===== src/design/acfp_defs.svh =====
// register map, field positions, reset values and codes for the compare and filter block
`ifndef ACFP_DEFS_SVH
`define ACFP_DEFS_SVH
// ****************************************
// register word offsets, matched against address bits 5:2
// ****************************************
`define ACFP_OFS_CMPEN0    4'h0
`define ACFP_OFS_CMPEN1    4'h1
`define ACFP_OFS_LIMIT0    4'h2
`define ACFP_OFS_LIMIT1    4'h3
`define ACFP_OFS_FILTER0   4'h4
`define ACFP_OFS_FILTER1   4'h5
`define ACFP_OFS_CMPCTL0   4'h6
`define ACFP_OFS_CMPCTL1   4'h7
`define ACFP_OFS_IRQ_STAT  4'h8
`define ACFP_OFS_IRQ_MASK  4'h9
// ****************************************
// fields
// ****************************************
`define ACFP_RST_WORD      32'h0000_0000
`define ACFP_CMPEN_MASK    32'h000F_FFFF
`define ACFP_FLT_WR_MASK   32'hFE1F_0000
`define ACFP_FLT_ON        31
`define ACFP_FLT_FULLW     30
`define ACFP_FLT_AVG       29
`define ACFP_FLT_RAT_HI    28
`define ACFP_FLT_RAT_LO    26
`define ACFP_FLT_IRQEN     25
`define ACFP_FLT_RDY       24
`define ACFP_FLT_SEL_HI    20
`define ACFP_FLT_SEL_LO    16
`define ACFP_FLT_SEL_MAX   5'h0B
`define ACFP_CTL_ON        0
`define ACFP_CTL_BELOW     1
`define ACFP_CTL_ABOVE     2
`define ACFP_CTL_INSIDE    3
`define ACFP_IN_LAST       19
`define ACFP_OSR_BASE_W    5'h0D
`define ACFP_OUT_W         5'h10
`endif


===== src/design/acfp_pkg.sv =====
// shared types of the compare and filter block
package acfp_pkg;
  typedef logic [31:0] acfp_word_t;
  typedef enum logic [1:0] {
    FLT_IDLE = 2'b01,
    FLT_RUN  = 2'b10
  } acfp_flt_state_e;
endpackage : acfp_pkg


===== src/design/acfp_top.sv =====
// compare and filter post-processing with its Avalon-MM register slave and interrupt
//
// Contract
// - one comparator enable per input 0..19 gates that input into the comparator.
// - enable bits sit in 19..0; bits 31..20 read as zero.
// - each comparator holds high limit in 31..16, low limit in 15..0.
// - filter_on bit 31 runs the filter; clear disables and forces ready low.
// - bit 30 picks 16 or 12 significant bits in fractional averaging.
// - mode bit picks averaging when set, oversampling when clear.
// - oversampling codes 000..011 sum 4/16/64/256, shift 1..4.
// - oversampling codes 100..111 sum 2/8/32/128, shift 0..3.
// - averaging codes 000..111 average 2 up to 256 samples.
// - bit 25 lets each completed filter result raise the filter interrupt.
// - ready bit 24 set on result, cleared by result read or disable.
// - select field 20..16 picks inputs 0..11; higher codes reserved.
// - stored result keeps its format when the format setting later changes.
//
// Register access over Avalon-MM and the register offsets were decided locally.
`timescale 1ns/1ps
`include "acfp_defs.svh"
module acfp_top (
  input  wire logic        clk,
  input  wire logic        reset,
  input  wire logic [5:0]  avs_address,
  input  wire logic        avs_read,
  input  wire logic        avs_write,
  input  wire logic [31:0] avs_writedata,
  input  wire logic [3:0]  avs_byteenable,
  output logic [31:0]      avs_readdata,
  output logic             avs_waitrequest,
  input  wire logic        conv_valid,
  input  wire logic [4:0]  conv_input,
  input  wire logic [15:0] conv_data,
  input  wire logic        conv_signed,
  input  wire logic        conv_fractional_format,
  output logic [1:0]       cmp_event,
  output logic             irq
);
  // ****************************************
  // helpers
  // ****************************************
  function automatic logic less_than(input logic [15:0] a, input logic [15:0] b, input logic sgn);
    if (sgn)
      less_than = $signed(a) < $signed(b);
    else
      less_than = a < b;
  endfunction : less_than

  function automatic acfp_pkg::acfp_word_t lane_merge(input acfp_pkg::acfp_word_t old_v,
                                                      input acfp_pkg::acfp_word_t new_v,
                                                      input logic [3:0] be);
    lane_merge = old_v;
    for (int b = 0; b < 4; b++)
      if (be[b])
        lane_merge[b*8 +: 8] = new_v[b*8 +: 8];
  endfunction : lane_merge

  // ****************************************
  // bus handshake
  // ****************************************
  logic                 wait_d;
  acfp_pkg::acfp_word_t rdata_d;
  logic                 bus_req, fire_wr, fire_rd, aligned;
  logic [3:0]           widx;
  acfp_pkg::acfp_word_t rmux;

  logic [19:0]          cmpen_q   [2];
  logic [19:0]          cmpen_d   [2];
  acfp_pkg::acfp_word_t limit_q   [2];
  acfp_pkg::acfp_word_t limit_d   [2];
  logic [3:0]           cmpctl_q  [2];
  logic [3:0]           cmpctl_d  [2];
  acfp_pkg::acfp_word_t fcfg_q    [2];
  acfp_pkg::acfp_word_t fcfg_d    [2];
  logic [3:0]           status_q, status_d;
  logic [3:0]           mask_q, mask_d;
  logic [1:0]           cmp_event_d;
  logic                 irq_d;
  logic [1:0]           cmp_hit;
  logic [1:0]           flt_ready, flt_done, flt_rd_clear;
  logic [15:0]          flt_result [2];

  assign bus_req = avs_read || avs_write;
  assign fire_wr = avs_write && !avs_waitrequest;
  assign fire_rd = avs_read && !avs_waitrequest;
  assign aligned = avs_address[1:0] == 2'h0;
  assign widx    = avs_address[5:2];

  always_comb
  begin
    rmux = `ACFP_RST_WORD;
    if (aligned)
    begin
      case (widx)
        `ACFP_OFS_CMPEN0:   rmux = {12'h000, cmpen_q[0]};
        `ACFP_OFS_CMPEN1:   rmux = {12'h000, cmpen_q[1]};
        `ACFP_OFS_LIMIT0:   rmux = limit_q[0];
        `ACFP_OFS_LIMIT1:   rmux = limit_q[1];
        `ACFP_OFS_FILTER0:  rmux = (fcfg_q[0] & `ACFP_FLT_WR_MASK) |
                                   {7'h00, flt_ready[0], 8'h00, flt_result[0]};
        `ACFP_OFS_FILTER1:  rmux = (fcfg_q[1] & `ACFP_FLT_WR_MASK) |
                                   {7'h00, flt_ready[1], 8'h00, flt_result[1]};
        `ACFP_OFS_CMPCTL0:  rmux = {28'h000_0000, cmpctl_q[0]};
        `ACFP_OFS_CMPCTL1:  rmux = {28'h000_0000, cmpctl_q[1]};
        `ACFP_OFS_IRQ_STAT: rmux = {28'h000_0000, status_q};
        `ACFP_OFS_IRQ_MASK: rmux = {28'h000_0000, mask_q};
        default:            rmux = `ACFP_RST_WORD;
      endcase
    end
    // one wait cycle, then a single answer cycle
    wait_d  = !(bus_req && avs_waitrequest);
    rdata_d = (bus_req && avs_waitrequest) ? rmux : avs_readdata;
  end

  always_ff @(posedge clk)
  begin
    if (reset)
    begin
      avs_waitrequest <= 1'b1;
      avs_readdata    <= `ACFP_RST_WORD;
    end
    else
    begin
      avs_waitrequest <= wait_d;
      avs_readdata    <= rdata_d;
    end
  end

  // ****************************************
  // channels
  // ****************************************
  generate
    for (genvar i = 0; i < 2; i++)
    begin : g_chan
      logic hit_en, below, above_lo, below_hi;
      assign hit_en   = conv_valid && cmpctl_q[i][`ACFP_CTL_ON] &&
                        conv_input <= 5'(`ACFP_IN_LAST) && cmpen_q[i][conv_input];
      assign below    = less_than(conv_data, limit_q[i][15:0], conv_signed);
      assign below_hi = less_than(conv_data, limit_q[i][31:16], conv_signed);
      assign above_lo = !below;
      assign cmp_hit[i] = hit_en && ((cmpctl_q[i][`ACFP_CTL_BELOW] && below) ||
                                     (cmpctl_q[i][`ACFP_CTL_ABOVE] && !below_hi) ||
                                     (cmpctl_q[i][`ACFP_CTL_INSIDE] && above_lo && below_hi));
      // only clear what the captured read word showed as ready
      assign flt_rd_clear[i] = fire_rd && aligned && widx == (`ACFP_OFS_FILTER0 + 4'(i)) &&
                               avs_readdata[`ACFP_FLT_RDY];

      acfp_filter_chan u_filter (
        .clk                 (clk),
        .reset               (reset),
        .filter_on           (fcfg_q[i][`ACFP_FLT_ON]),
        .averaging_select    (fcfg_q[i][`ACFP_FLT_AVG]),
        .sample_ratio        (fcfg_q[i][`ACFP_FLT_RAT_HI:`ACFP_FLT_RAT_LO]),
        .full_width_output   (fcfg_q[i][`ACFP_FLT_FULLW]),
        .fractional_format   (conv_fractional_format),
        .sample_valid        (conv_valid && conv_input == fcfg_q[i][`ACFP_FLT_SEL_HI:`ACFP_FLT_SEL_LO] &&
                              conv_input <= `ACFP_FLT_SEL_MAX),
        .sample_data         (conv_data[11:0]),
        .ready_clear         (flt_rd_clear[i]),
        .filter_result_ready (flt_ready[i]),
        .filter_result       (flt_result[i]),
        .result_done         (flt_done[i])
      );
    end
  endgenerate

  // ****************************************
  // configuration registers
  // ****************************************
  always_comb
  begin
    for (int i = 0; i < 2; i++)
    begin
      cmpen_d[i]  = cmpen_q[i];
      limit_d[i]  = limit_q[i];
      cmpctl_d[i] = cmpctl_q[i];
      fcfg_d[i]   = fcfg_q[i];
    end
    mask_d = mask_q;
    if (fire_wr && aligned)
    begin
      case (widx)
        `ACFP_OFS_CMPEN0:   cmpen_d[0]  = 20'(lane_merge({12'h000, cmpen_q[0]}, avs_writedata, avs_byteenable));
        `ACFP_OFS_CMPEN1:   cmpen_d[1]  = 20'(lane_merge({12'h000, cmpen_q[1]}, avs_writedata, avs_byteenable));
        `ACFP_OFS_LIMIT0:   limit_d[0]  = lane_merge(limit_q[0], avs_writedata, avs_byteenable);
        `ACFP_OFS_LIMIT1:   limit_d[1]  = lane_merge(limit_q[1], avs_writedata, avs_byteenable);
        `ACFP_OFS_FILTER0:  fcfg_d[0]   = lane_merge(fcfg_q[0], avs_writedata, avs_byteenable) & `ACFP_FLT_WR_MASK;
        `ACFP_OFS_FILTER1:  fcfg_d[1]   = lane_merge(fcfg_q[1], avs_writedata, avs_byteenable) & `ACFP_FLT_WR_MASK;
        `ACFP_OFS_CMPCTL0:  cmpctl_d[0] = avs_byteenable[0] ? avs_writedata[3:0] : cmpctl_q[0];
        `ACFP_OFS_CMPCTL1:  cmpctl_d[1] = avs_byteenable[0] ? avs_writedata[3:0] : cmpctl_q[1];
        `ACFP_OFS_IRQ_MASK: mask_d      = avs_byteenable[0] ? avs_writedata[3:0] : mask_q;
        default:            mask_d      = mask_q;
      endcase
    end
  end

  always_ff @(posedge clk)
  begin
    if (reset)
    begin
      for (int i = 0; i < 2; i++)
      begin
        cmpen_q[i]  <= 20'h0_0000;
        limit_q[i]  <= `ACFP_RST_WORD;
        cmpctl_q[i] <= 4'h0;
        fcfg_q[i]   <= `ACFP_RST_WORD;
      end
      mask_q <= 4'h0;
    end
    else
    begin
      for (int i = 0; i < 2; i++)
      begin
        cmpen_q[i]  <= cmpen_d[i];
        limit_q[i]  <= limit_d[i];
        cmpctl_q[i] <= cmpctl_d[i];
        fcfg_q[i]   <= fcfg_d[i];
      end
      mask_q <= mask_d;
    end
  end

  // ****************************************
  // events and interrupt
  // ****************************************
  always_comb
  begin
    cmp_event_d = cmp_hit;
    status_d    = status_q;
    // read clears only bits seen in the captured word; new events still win
    if (fire_rd && aligned && widx == `ACFP_OFS_IRQ_STAT)
      status_d = status_q & ~avs_readdata[3:0];
    status_d = status_d | {flt_done & {fcfg_q[1][`ACFP_FLT_IRQEN], fcfg_q[0][`ACFP_FLT_IRQEN]}, cmp_hit};
    irq_d    = |(status_d & mask_d);
  end

  always_ff @(posedge clk)
  begin
    if (reset)
    begin
      cmp_event <= 2'h0;
      status_q  <= 4'h0;
      irq       <= 1'b0;
    end
    else
    begin
      cmp_event <= cmp_event_d;
      status_q  <= status_d;
      irq       <= irq_d;
    end
  end
endmodule : acfp_top


===== src/design/acfp_filter_chan.sv =====
// one filter channel: oversampling or averaging accumulator with result and ready flag
`timescale 1ns/1ps
`include "acfp_defs.svh"
module acfp_filter_chan (
  input  wire logic        clk,
  input  wire logic        reset,
  input  wire logic        filter_on,
  input  wire logic        averaging_select,
  input  wire logic [2:0]  sample_ratio,
  input  wire logic        full_width_output,
  input  wire logic        fractional_format,
  input  wire logic        sample_valid,
  input  wire logic [11:0] sample_data,
  input  wire logic        ready_clear,
  output logic             filter_result_ready,
  output logic [15:0]      filter_result,
  output logic             result_done
);
  // ****************************************
  // next state
  // ****************************************
  acfp_pkg::acfp_flt_state_e state_q, state_d;
  logic [19:0] acc_q, acc_d, sum;
  logic [8:0]  cnt_q, cnt_d, total;
  logic [3:0]  log2n;
  logic [2:0]  osr_shift;
  logic [4:0]  osr_width;
  logic [15:0] os_val, res_new, res_d;
  logic [11:0] avg12;
  logic        rdy_d, done_d;

  always_comb
  begin
    // averaging doubles per code from 2; oversampling follows the ratio table
    if (averaging_select)
      log2n = {1'b0, sample_ratio} + 4'h1;
    else if (sample_ratio[2])
      log2n = {1'b0, sample_ratio[1:0], 1'b1};
    else
      log2n = {1'b0, sample_ratio[1:0], 1'b0} + 4'h2;
    osr_shift = sample_ratio[2] ? {1'b0, sample_ratio[1:0]} : {1'b0, sample_ratio[1:0]} + 3'h1;
    osr_width = `ACFP_OSR_BASE_W + {3'h0, sample_ratio[1:0]};
    total     = 9'h001 << log2n;
    sum       = acc_q + {8'h00, sample_data};
    avg12     = 12'(sum >> log2n);
    os_val    = 16'(sum >> osr_shift);
    if (averaging_select)
    begin
      if (fractional_format && full_width_output)
        res_new = 16'({sum, 4'h0} >> log2n);
      else if (fractional_format)
        res_new = {avg12, 4'h0};
      else
        res_new = {4'h0, avg12};
    end
    else if (fractional_format)
      res_new = 16'(os_val << (`ACFP_OUT_W - osr_width));
    else
      res_new = os_val;
    state_d = state_q;
    acc_d   = acc_q;
    cnt_d   = cnt_q;
    res_d   = filter_result;
    done_d  = 1'b0;
    case (state_q)
      acfp_pkg::FLT_IDLE:
      begin
        acc_d = 20'h0_0000;
        cnt_d = 9'h000;
        if (filter_on)
          state_d = acfp_pkg::FLT_RUN;
      end
      acfp_pkg::FLT_RUN:
      begin
        if (!filter_on)
          state_d = acfp_pkg::FLT_IDLE;
        else if (sample_valid)
        begin
          if (cnt_q + 9'h001 == total)
          begin
            res_d  = res_new;
            done_d = 1'b1;
            acc_d  = 20'h0_0000;
            cnt_d  = 9'h000;
          end
          else
          begin
            acc_d = sum;
            cnt_d = cnt_q + 9'h001;
          end
        end
      end
      default:
        state_d = acfp_pkg::FLT_IDLE;
    endcase
    // set wins over a read clear; disabling clears outright
    rdy_d = filter_result_ready;
    if (ready_clear)
      rdy_d = 1'b0;
    if (done_d)
      rdy_d = 1'b1;
    if (!filter_on)
      rdy_d = 1'b0;
  end

  // ****************************************
  // registers
  // ****************************************
  always_ff @(posedge clk)
  begin
    if (reset)
    begin
      state_q             <= acfp_pkg::FLT_IDLE;
      acc_q               <= 20'h0_0000;
      cnt_q               <= 9'h000;
      filter_result       <= 16'h0000;
      filter_result_ready <= 1'b0;
      result_done         <= 1'b0;
    end
    else
    begin
      state_q             <= state_d;
      acc_q               <= acc_d;
      cnt_q               <= cnt_d;
      filter_result       <= res_d;
      filter_result_ready <= rdy_d;
      result_done         <= done_d;
    end
  end
endmodule : acfp_filter_chan


===== config.mk =====
export PLATFORM = sky130hd
export DESIGN_NAME = acfp_top
export DESIGN_NICKNAME = d
export VERILOG_FILES = /design/src/design/acfp_pkg.sv /design/src/design/acfp_top.sv /design/src/design/acfp_filter_chan.sv
export VERILOG_INCLUDE_DIRS = /design/src /design/src/design
export SDC_FILE = /design/constraint.sdc
export NUM_CORES = 1
export LEC_CHECK = 0
export BUFFER_PORTS_ARGS = -buffer_cell sky130_fd_sc_hd__clkbuf_2
export CAP_MARGIN = 10
export CORE_ASPECT_RATIO = 1.75
export CORE_MARGIN = 1.5
export CORE_UTILIZATION = 60
export DETAILED_ROUTE_END_ITERATION = 16
export GPL_TIMING_DRIVEN = 0
export HOLD_SLACK_MARGIN = 0.08
export PLACE_DENSITY = 0.86
export SKIP_LAST_GASP = 1
export SYNTH_ARGS = -nofsm -noshare
export SYNTH_HDL_FRONTEND = slang
export SYNTH_HIERARCHICAL = 1
export SYNTH_SLANG_ARGS = --single-unit

===== constraint.sdc =====
create_clock -name clk -period 8.4 [get_ports clk]
set_clock_uncertainty 0.1 [all_clocks]
set_input_delay 0.42 -clock clk [delete_from_list [all_inputs] [get_ports clk]]
set_output_delay 0.42 -clock clk [all_outputs]
set_load 0.1 [all_outputs]

==> results.cfg, run 1 <==
[yosys]
yosysWarnings = 6
synth.distinct_cells = 112
async_flop_share_pct = 0
synth_area_sq_mm = 0.0220
synthTopCellsByArea = dfxtp_1 (25%), a21oi_1 (6.7%), nand2_1 (5.8%)
synth_area_leader_cell = dfxtp_1
ys_seq_elements = 278
synthCells = 2939
synth_top_area_share_pct = 25.3
syn-num-nets = 3101
avgSynthCellArea_sq_um = 7.50
seq_area_frac_synth_pct = 25.3
synth_edf_count = 0
synthFlopType = dfxtp_1

[clock_network]
clock_sinks = 278
cts_made_buffers = 28
cts_buffer_depth = 3
cts_root_buf = clkbuf_16
post-cts-setup-buffer-count = 0
post_cts_resized = 0
h-tree-depth = 1

[run_status]
outcome = aborted with a tool error
haltStage = global routing (5_1_grt)
error = [ERROR GRT-0116] Global routing finished with congestion. Check the congestion regions in the DRC Viewer.

[placement]
dp_hpwl_microns = 83400
place_area_sq_mm = 0.0231
io_buffers = 100
place.gp.congestion = 1.15

[global_route]
grt_start_max_net_pins = 17
grt_overflow = 120
gr-usage-all-layers_pct = 63.8
grt_pass1_vias = 28091
grt_pass1_wl_microns = 184000

[floorplan]
rows = 92
initial_core_util_pct = 60.9
chipWidth_microns = 148
ios = 106
die_y_microns = 256
==> cells in the mapped netlist, drive strengths merged, types with 17 or more instances <==
cell and instances:
and3 17, clkbuf 124, o21ai 110, inv 99, a211oi 61, mux2 17
nor3 77, nand4 39, nand2b 22, and2 19, o21a 19, a21oi 298
xnor2 31, mux2i 68, nand3 201, buf 95, a2111oi 18, nor2 289
nand2 338, a221oi 23, o22ai 17, o211ai 50, nor4 23, a31oi 37
mux4 27, a22oi 130, ha 90, nor2b 19, a21o 24, dfxtp 278
xor2 20
==> cells by family after synthesis <==
logic type	synth area share (%)
AND/OR/NAND/NOR	23.8
AO/OA/AOI/OAI	30.4
buffers and inverters	6.12
flip-flops	25.3
multiplexers	6.97
adder cells (fa/ha/maj)	5.29
XOR/XNOR	2.16
==> stage by stage <==
step / util, % / setup slack (ps) / std cells / hold WS (ps)
2_1_floorplan: - / 4870 / 2939 / 326
3_3_place_gp: 64.0 / 3400 / 3509 / 347
3_5_place_dp: 64.0 / 3710 / 3510 / 364
4_1_cts: 66.9 / 3660 / 3571 / 90.4
==> repair_timing <==
action,4_1_cts
hold buffers,14
setup endpoints to repair,0
hold endpoints to repair,41
==> layer usage <==
metal | track usage [%] | GRT overflow
met4 | 73.6 | 33
met5 | 1.71 | 0
met2 | 91.9 | 84
met3 | 33.0 | 0
met1 | 60.1 | 3
==> run 2, diff against run 1 <==
--- a/config.mk
+++ b/config.mk
@@ -8,13 +8,11 @@
 export LEC_CHECK = 0
 export BUFFER_PORTS_ARGS = -buffer_cell sky130_fd_sc_hd__clkbuf_2
 export CAP_MARGIN = 10
-export CORE_ASPECT_RATIO = 1.75
 export CORE_MARGIN = 1.5
-export CORE_UTILIZATION = 60
+export CORE_UTILIZATION = 40
 export DETAILED_ROUTE_END_ITERATION = 16
 export GPL_TIMING_DRIVEN = 0
-export HOLD_SLACK_MARGIN = 0.08
-export PLACE_DENSITY = 0.86
+export PLACE_DENSITY_LB_ADDON = 0.15
 export SKIP_LAST_GASP = 1
 export SYNTH_ARGS = -nofsm -noshare
 export SYNTH_HDL_FRONTEND = slang
==> results.cfg, run 2 <==
[power_and_ir_drop]
power.internal_uw = 2350
cellPowerDensity_mw_per_mm2 = 132
combPwrFrac_pct = 10.7
irDropWorstVdd_mv = 0.141
clkPwrFrac_pct = 48.6
total_power_uw = 3240
leakagePower_uw = 0.00859
switching_share_pct = 27.5
p_sw_uw = 890
p_seq_share_pct = 40.8

[global_route]
grt_overflow = 0
antenna_found_initial = 2
grt_start_max_net_pins = 13
gr-usage-all-layers_pct = 33.8
grt_pass1_wl_microns = 146000
grt_pass1_vias = 23363

[worst_hold_path]
min-delay-start = avs_writedata[21]
min_path_cells = 3
worstHoldPathType = in -> reg
hold_end = limit_q[0][53]$_SDFFE_PP0P_

[yosys]
synthTopCellsByArea = dfxtp_1 (25%), a21oi_1 (6.7%), nand2_1 (5.8%)
synth_area_sq_mm = 0.0220
synth_top_area_share_pct = 25.3
synth.distinct_cells = 112
avgSynthCellArea_sq_um = 7.50
synth_edf_count = 0
synthFlopType = dfxtp_1
seq_area_frac_synth_pct = 25.3
yosysWarnings = 6
synth_most_common_cell = nand2_1
ys_seq_elements = 278
yosys-top-cells-count = nand2_1 (338), a21oi_1 (296), nor2_1 (287), dfxtp_1 (278), nand3_1 (201)
syn-num-nets = 3101
async_flop_share_pct = 0
synth_area_leader_cell = dfxtp_1
synthCells = 2939

[clock_network]
cts_made_buffers = 36
cts_tree = done
cts_root_buf = clkbuf_16
h-tree-depth = 2
clk_pin_slew_ps = 60
ctsHoldBuffers = 1
insertion_delay_ps = 580
post_cts_resized = 0
clock_sinks = 278
cts_buffer_depth = 3
post-cts-setup-buffer-count = 0

[sta]
post-route-period-util_pct = 55.3
worst_slew_pin_slew_ps = 1300
setup_viol = 0
maxSlewViolCount = 0
tns_ps = 0
fmax_ghz = 0.215
hold_viol_final = 0
period_needed_ps = 4640
rsz0062_at_grt = false
maxSlewHeadroom_pct = 13.0

[detailed_routing]
wire_per_inst_microns = 25.9
ant_nets = 0
drc_errors = 0
first_pass_iters = 5
route.vias.total = 24854
totalWireLength_microns = 98400
drt-vias-per-instance = 6.54
drt_iter0_drc = 2534

[setup_path]
rr_worst_depth = 13
reg2reg_from = fcfg_q[0][60]$_SDFFE_PP0P_
worst_setup_path_start_kind = flip-flop
crit_required_ps = 8730
arrival_ps = 4970
crit_slowest_cell = nor3_2
crit_family = simple AND/OR/NAND/NOR gates
r2r_end = g_chan[1].u_filter/filter_result[5]$_SDFFE_PP0P_
path_buf_inv = 4
crit_type = reg -> reg
end_kind = flip-flop
cp_max_fo = 10
max_stage_delay_ps = 690
crit_top_cell = clkbuf_1
path_cells = buf_6, inv_1, ha_1, clkbuf_1, nor2_1, a2bb2oi_1, or4_1, a21oi_1, o32ai_1, nor3_2, clkbuf_1, o221ai_1, o2bb2ai_1
regToRegSetupSlack_ps = 3760

[final_layout]
drive_gt1_share_pct = 11.1
layout.cells.most_common = nand2_1
top_register = limit_q
final_cells = 3801
mostFrequentLayoutCells = nand2_1 (338), a21oi_1 (296), nor2_1 (287)
fill_cells = 5586
nets = 3240
area.growth.synth_to_final_pct = 11.7
reg_top3 = limit_q x64, cmpen_q x40, g_chan.u_filter/acc_q x40
multi_input_comb_area_sq_mm = 0.0151
largest_reg_flops = 64
regArea_sq_mm = 0.00557

[floorplan]
die_area_sq_mm = 0.0565
initial_core_util_pct = 40.7
die_y_microns = 238
rows = 85
coreArea_sq_mm = 0.0541
ios = 106
chipWidth_microns = 238

[placement]
dp_hpwl_microns = 76800
placed_cells = 3735
place.gp.congestion = 0.970
io_buffers = 100

[run_status]
outcome = completed

[run]
drv_cap = 0
-- run 2: cell counts after synthesis --
No cell type changed its count.
-- run 2: per-stage QoR --
step | hold WS [ps] | util, % | worst slack [ps] | cell area [sq um]
finish | 38.1 | 45.5 | 3760 | 24600
global route | 48.1 | 45.4 | 3590 | 24600
CTS | 11.8 | 45.4 | 3820 | 24600
detailed placement | 357 | 43.2 | 3440 | 23400
global placement | 342 | 43.2 | 3430 | 23400
floorplan | 326 | - | 4870 | 22000
-- run 2: cells by family (layout without fill, tap and decap cells) --
logic type / Yosys count / in the layout / share of synthesized area (%)
adders and majority gates: 92 / 92 / 5.29
and+or+nand+nor: 1117 / 1117 / 23.8
AOI/OAI and AO/OA: 970 / 970 / 30.4
muxes: 112 / 112 / 6.97
DFF: 278 / 278 / 25.3
buffers and inverters: 319 / 482 / 6.12
xor gates and xnor gates: 51 / 51 / 2.16
other: 0 / 3 / 0
-- run 2: how the worst max path moves through the flow --
| stage | to | from | depth (start not counted) | slack [ps] |
|---|---|---|---|---|
| floorplan | g_chan[1].u_filter/filter_result[10]$_SDFFE_PP0P_ | conv_data[0] | 13 | 4870 |
| global placement | g_chan[1].u_filter/filter_result[10]$_SDFFE_PP0P_ | conv_data[0] | 14 | 3430 |
| detailed placement | g_chan[0].u_filter/filter_result[5]$_SDFFE_PP0P_ | conv_data[4] | 13 | 3440 |
| CTS | g_chan[1].u_filter/filter_result[5]$_SDFFE_PP0P_ | fcfg_q[0][60]$_SDFFE_PP0P_ | 13 | 3820 |
| global route | g_chan[1].u_filter/filter_result[5]$_SDFFE_PP0P_ | fcfg_q[0][60]$_SDFFE_PP0P_ | 13 | 3590 |
| finish | g_chan[1].u_filter/filter_result[5]$_SDFFE_PP0P_ | fcfg_q[0][60]$_SDFFE_PP0P_ | 13 | 3760 |
-- run 2: worst min-delay path, cell delays in order --
cell	delay, ps
clkbuf_2	110
nand3_1	70
a21oi_1	60
-- run 2: cell type report --
cell class                 count  area share, %
multi-input combinational   2342           61.4
sequential                   278           22.6
tap                          696           3.54
clock inverter                 9          0.534
timing repair buffer         101           2.07
antenna                        3         0.0305
buffer                       219           3.96
inverter                     100           1.53
clock buffer                  53           4.29
-- run 2: power by group through the flow --
| stage | Combinational (uW) | Clock, uW | Sequential, uW |
|---|---|---|---|
| after global placement | 331 | 0 | 1350 |
| after global routing | 365 | 1650 | 1320 |
| after CTS | 335 | 1600 | 1320 |
| after detailed placement | 333 | 0 | 1350 |
| final | 345 | 1570 | 1320 |
| after floorplan | 183 | 0 | 1350 |
-- run 2: layer usage --
layer	track usage [%]	share of wire, %	vias to the layer above
li1	-	-	11282
met1	44.6	43	12121
met2	52.6	44	1199
met3	5.88	8.0	250
met4	17.9	5.7	2
met5	0	0.013	-
No activity file was read; power rests on OpenSTA's default activity.
==> run 3, diff against run 2 <==
==> constraint.sdc (replaced) <==
create_clock -name clk -period 4.8 [get_ports clk]
set_clock_uncertainty 0.1 [all_clocks]
set_input_delay 0.24 -clock clk [delete_from_list [all_inputs] [get_ports clk]]
set_output_delay 0.24 -clock clk [all_outputs]
set_load 0.1 [all_outputs]
==> results.cfg, run 3 (synthesized netlist as in run 2, its figures left out) <==
[run_status]
outcome = completed

[final_layout]
largest_reg_flops = 64
reg_top3 = limit_q x64, cmpen_q x40, g_chan.u_filter/acc_q x40
top_register = limit_q
layout.cells.most_common = nand2_1
utilization_pct = 46.0
area.growth.synth_to_final_pct = 13.1
nets = 3272
mostFrequentLayoutCells = nand2_1 (338), a21oi_1 (296), nor2_1 (287)
final_cells = 3831
drive_gt1_share_pct = 10.9

[setup_path]
crit_family = compound AO/OA/AOI/OAI gates
crit_top_cell = a21oi_1
path_cells = ha_1, buf_2, o211ai_1, o21ai_1, a21oi_1, xnor2_1, o22ai_1, o31ai_1, nor2_1, a2111oi_0, a2111oi_1, a21oi_1
reg2reg_from = g_chan[0].u_filter/acc_q[4]$_SDFFE_PP0P_
max_stage_delay_ps = 860
rr_worst_depth = 12
regToRegSetupSlack_ps = 200
crit_required_ps = 5180
r2r_end = g_chan[0].u_filter/filter_result[5]$_SDFFE_PP0P_
crit_type = reg -> reg
cp_max_fo = 9
arrival_ps = 4990
end_kind = flip-flop
crit_cells = 12
cp-endpoint = g_chan[0].u_filter/filter_result[5]$_SDFFE_PP0P_
crit_slowest_cell = xnor2_1
path_buf_inv = 1
worst_setup_path_start_kind = flip-flop
critPathLaunch = g_chan[0].u_filter/acc_q[4]$_SDFFE_PP0P_

[sta]
maxSlewViolCount = 0
setup_viol = 0
post-route-period-util_pct = 95.9
hold_viol_final = 0
tns_ps = 0
period_needed_ps = 4600
rsz0062_at_grt = false
worst_slew_pin_slew_ps = 1220
fmax_ghz = 0.217
maxSlewHeadroom_pct = 17.9

[detailed_routing]
totalWireLength_microns = 99000
ant_nets = 0
drt-vias-per-instance = 6.54
drc_errors = 0
drt_iter0_drc = 2668
first_pass_iters = 9
wire_per_inst_microns = 25.8
route.vias.total = 25061

[power_and_ir_drop]
cellPowerDensity_mw_per_mm2 = 229
irDropWorstVdd_mv = 0.249
leakagePower_uw = 0.00873

[global_route]
grt_overflow = 0
grt_pass1_vias = 23570
grt_start_max_net_pins = 13
antenna_found_initial = 1
grt_pass1_wl_microns = 146000
gr-usage-all-layers_pct = 33.9

[clock_network]
clock_sinks = 278
cts_buffer_depth = 3
cts_root_buf = clkbuf_16
h-tree-depth = 2
cts_tree = done
cts_made_buffers = 36
clk_pin_slew_ps = 50
post-cts-setup-buffer-count = 0
insertion_delay_ps = 580

[placement]
placed_cells = 3735
place.gp.congestion = 0.970
io_buffers = 100
dp_hpwl_microns = 76800

[floorplan]
coreArea_sq_mm = 0.0541
die_y_microns = 238
rows = 85
die_area_sq_mm = 0.0565
initial_core_util_pct = 40.7
ios = 106
chipWidth_microns = 238

[worst_hold_path]
worstHoldPathType = in -> reg

[run]
drv_cap = 0
-- run 3: changes by cell type in the layout (fill, tap and decap cells not counted) --
cell / before / now
nor3_2: 5 / 4
nor3_4: 1 / 2
dlygate4sd3_1: 1 / 33
diode_2: 3 / 1
-- run 3: layer usage --
| layer | routed length [microns] | GRT usage [%] | up-vias |
|---|---|---|---|
| li1 | - | - | 11364 |
| met1 | 41600 | 44.6 | 12180 |
| met2 | 43300 | 53.0 | 1257 |
| met3 | 8420 | 5.90 | 260 |
| met4 | 5700 | 18.1 | 0 |
| met5 | 0 | 0 | - |
-- run 3: where the power goes --
part | switching [uW] | internal (uW) | total, uW
Clock | 1120 | 1640 | 2760
Combinational | 444 | 182 | 626
Sequential | 1.56 | 2310 | 2310
Total | 1570 | 4130 | 5700
-- run 3: worst min path at each step --
stage	startpoint	endpoint	slack, ps	cells after the start
6_report	avs_read	g_chan[0].u_filter/filter_result_ready$_SDFFE_PP0P_	150	4
3_5_place_dp	limit_q[0][33]$_SDFFE_PP0P_	limit_q[0][33]$_SDFFE_PP0P_	360	2
5_1_grt	avs_read	g_chan[1].u_filter/filter_result_ready$_SDFFE_PP0P_	160	4
2_1_floorplan	avs_writedata[0]	cmpctl_q[0][0]$_SDFFE_PP0P_	280	2
4_1_cts	avs_write	avs_readdata[13]$_SDFFE_PP0P_	120	4
3_3_place_gp	limit_q[0][33]$_SDFFE_PP0P_	limit_q[0][33]$_SDFFE_PP0P_	340	2
-- run 3: area by class of cell --
type,count,area [sq um]
clock inverter,9,131
sequential,278,5570
antenna,1,2.50
clock buffer,53,1050
tap,696,871
timing repair buffer,133,831
fill,5561,29200
multi-input combinational,2342,15100
buffer,219,973
inverter,100,375
-- run 3: timing repair --
action | in CTS | in global routing
hold endpoints to repair | 135 | 0
hold buffers | 33 | 0
endpoints found under the setup margin | 0 | 1
resized for setup | 0 | 1
-- run 3: worst min-delay path, stage by stage --
cell      delay [ps]
clkbuf_2         170
and4_1           190
nand2b_1         100
a21oi_1           60
-- run 3: stage by stage --
step	power [uW]	worst slack [ps]	hold slack, ps	area (sq um)
finish	5700	197	146	24900
global route	5850	52.6	156	24900
CTS	5710	222	121	24900
detailed placement	2940	24.1	357	23400
global placement	2940	7.43	342	23400
floorplan	2690	1370	284	22000
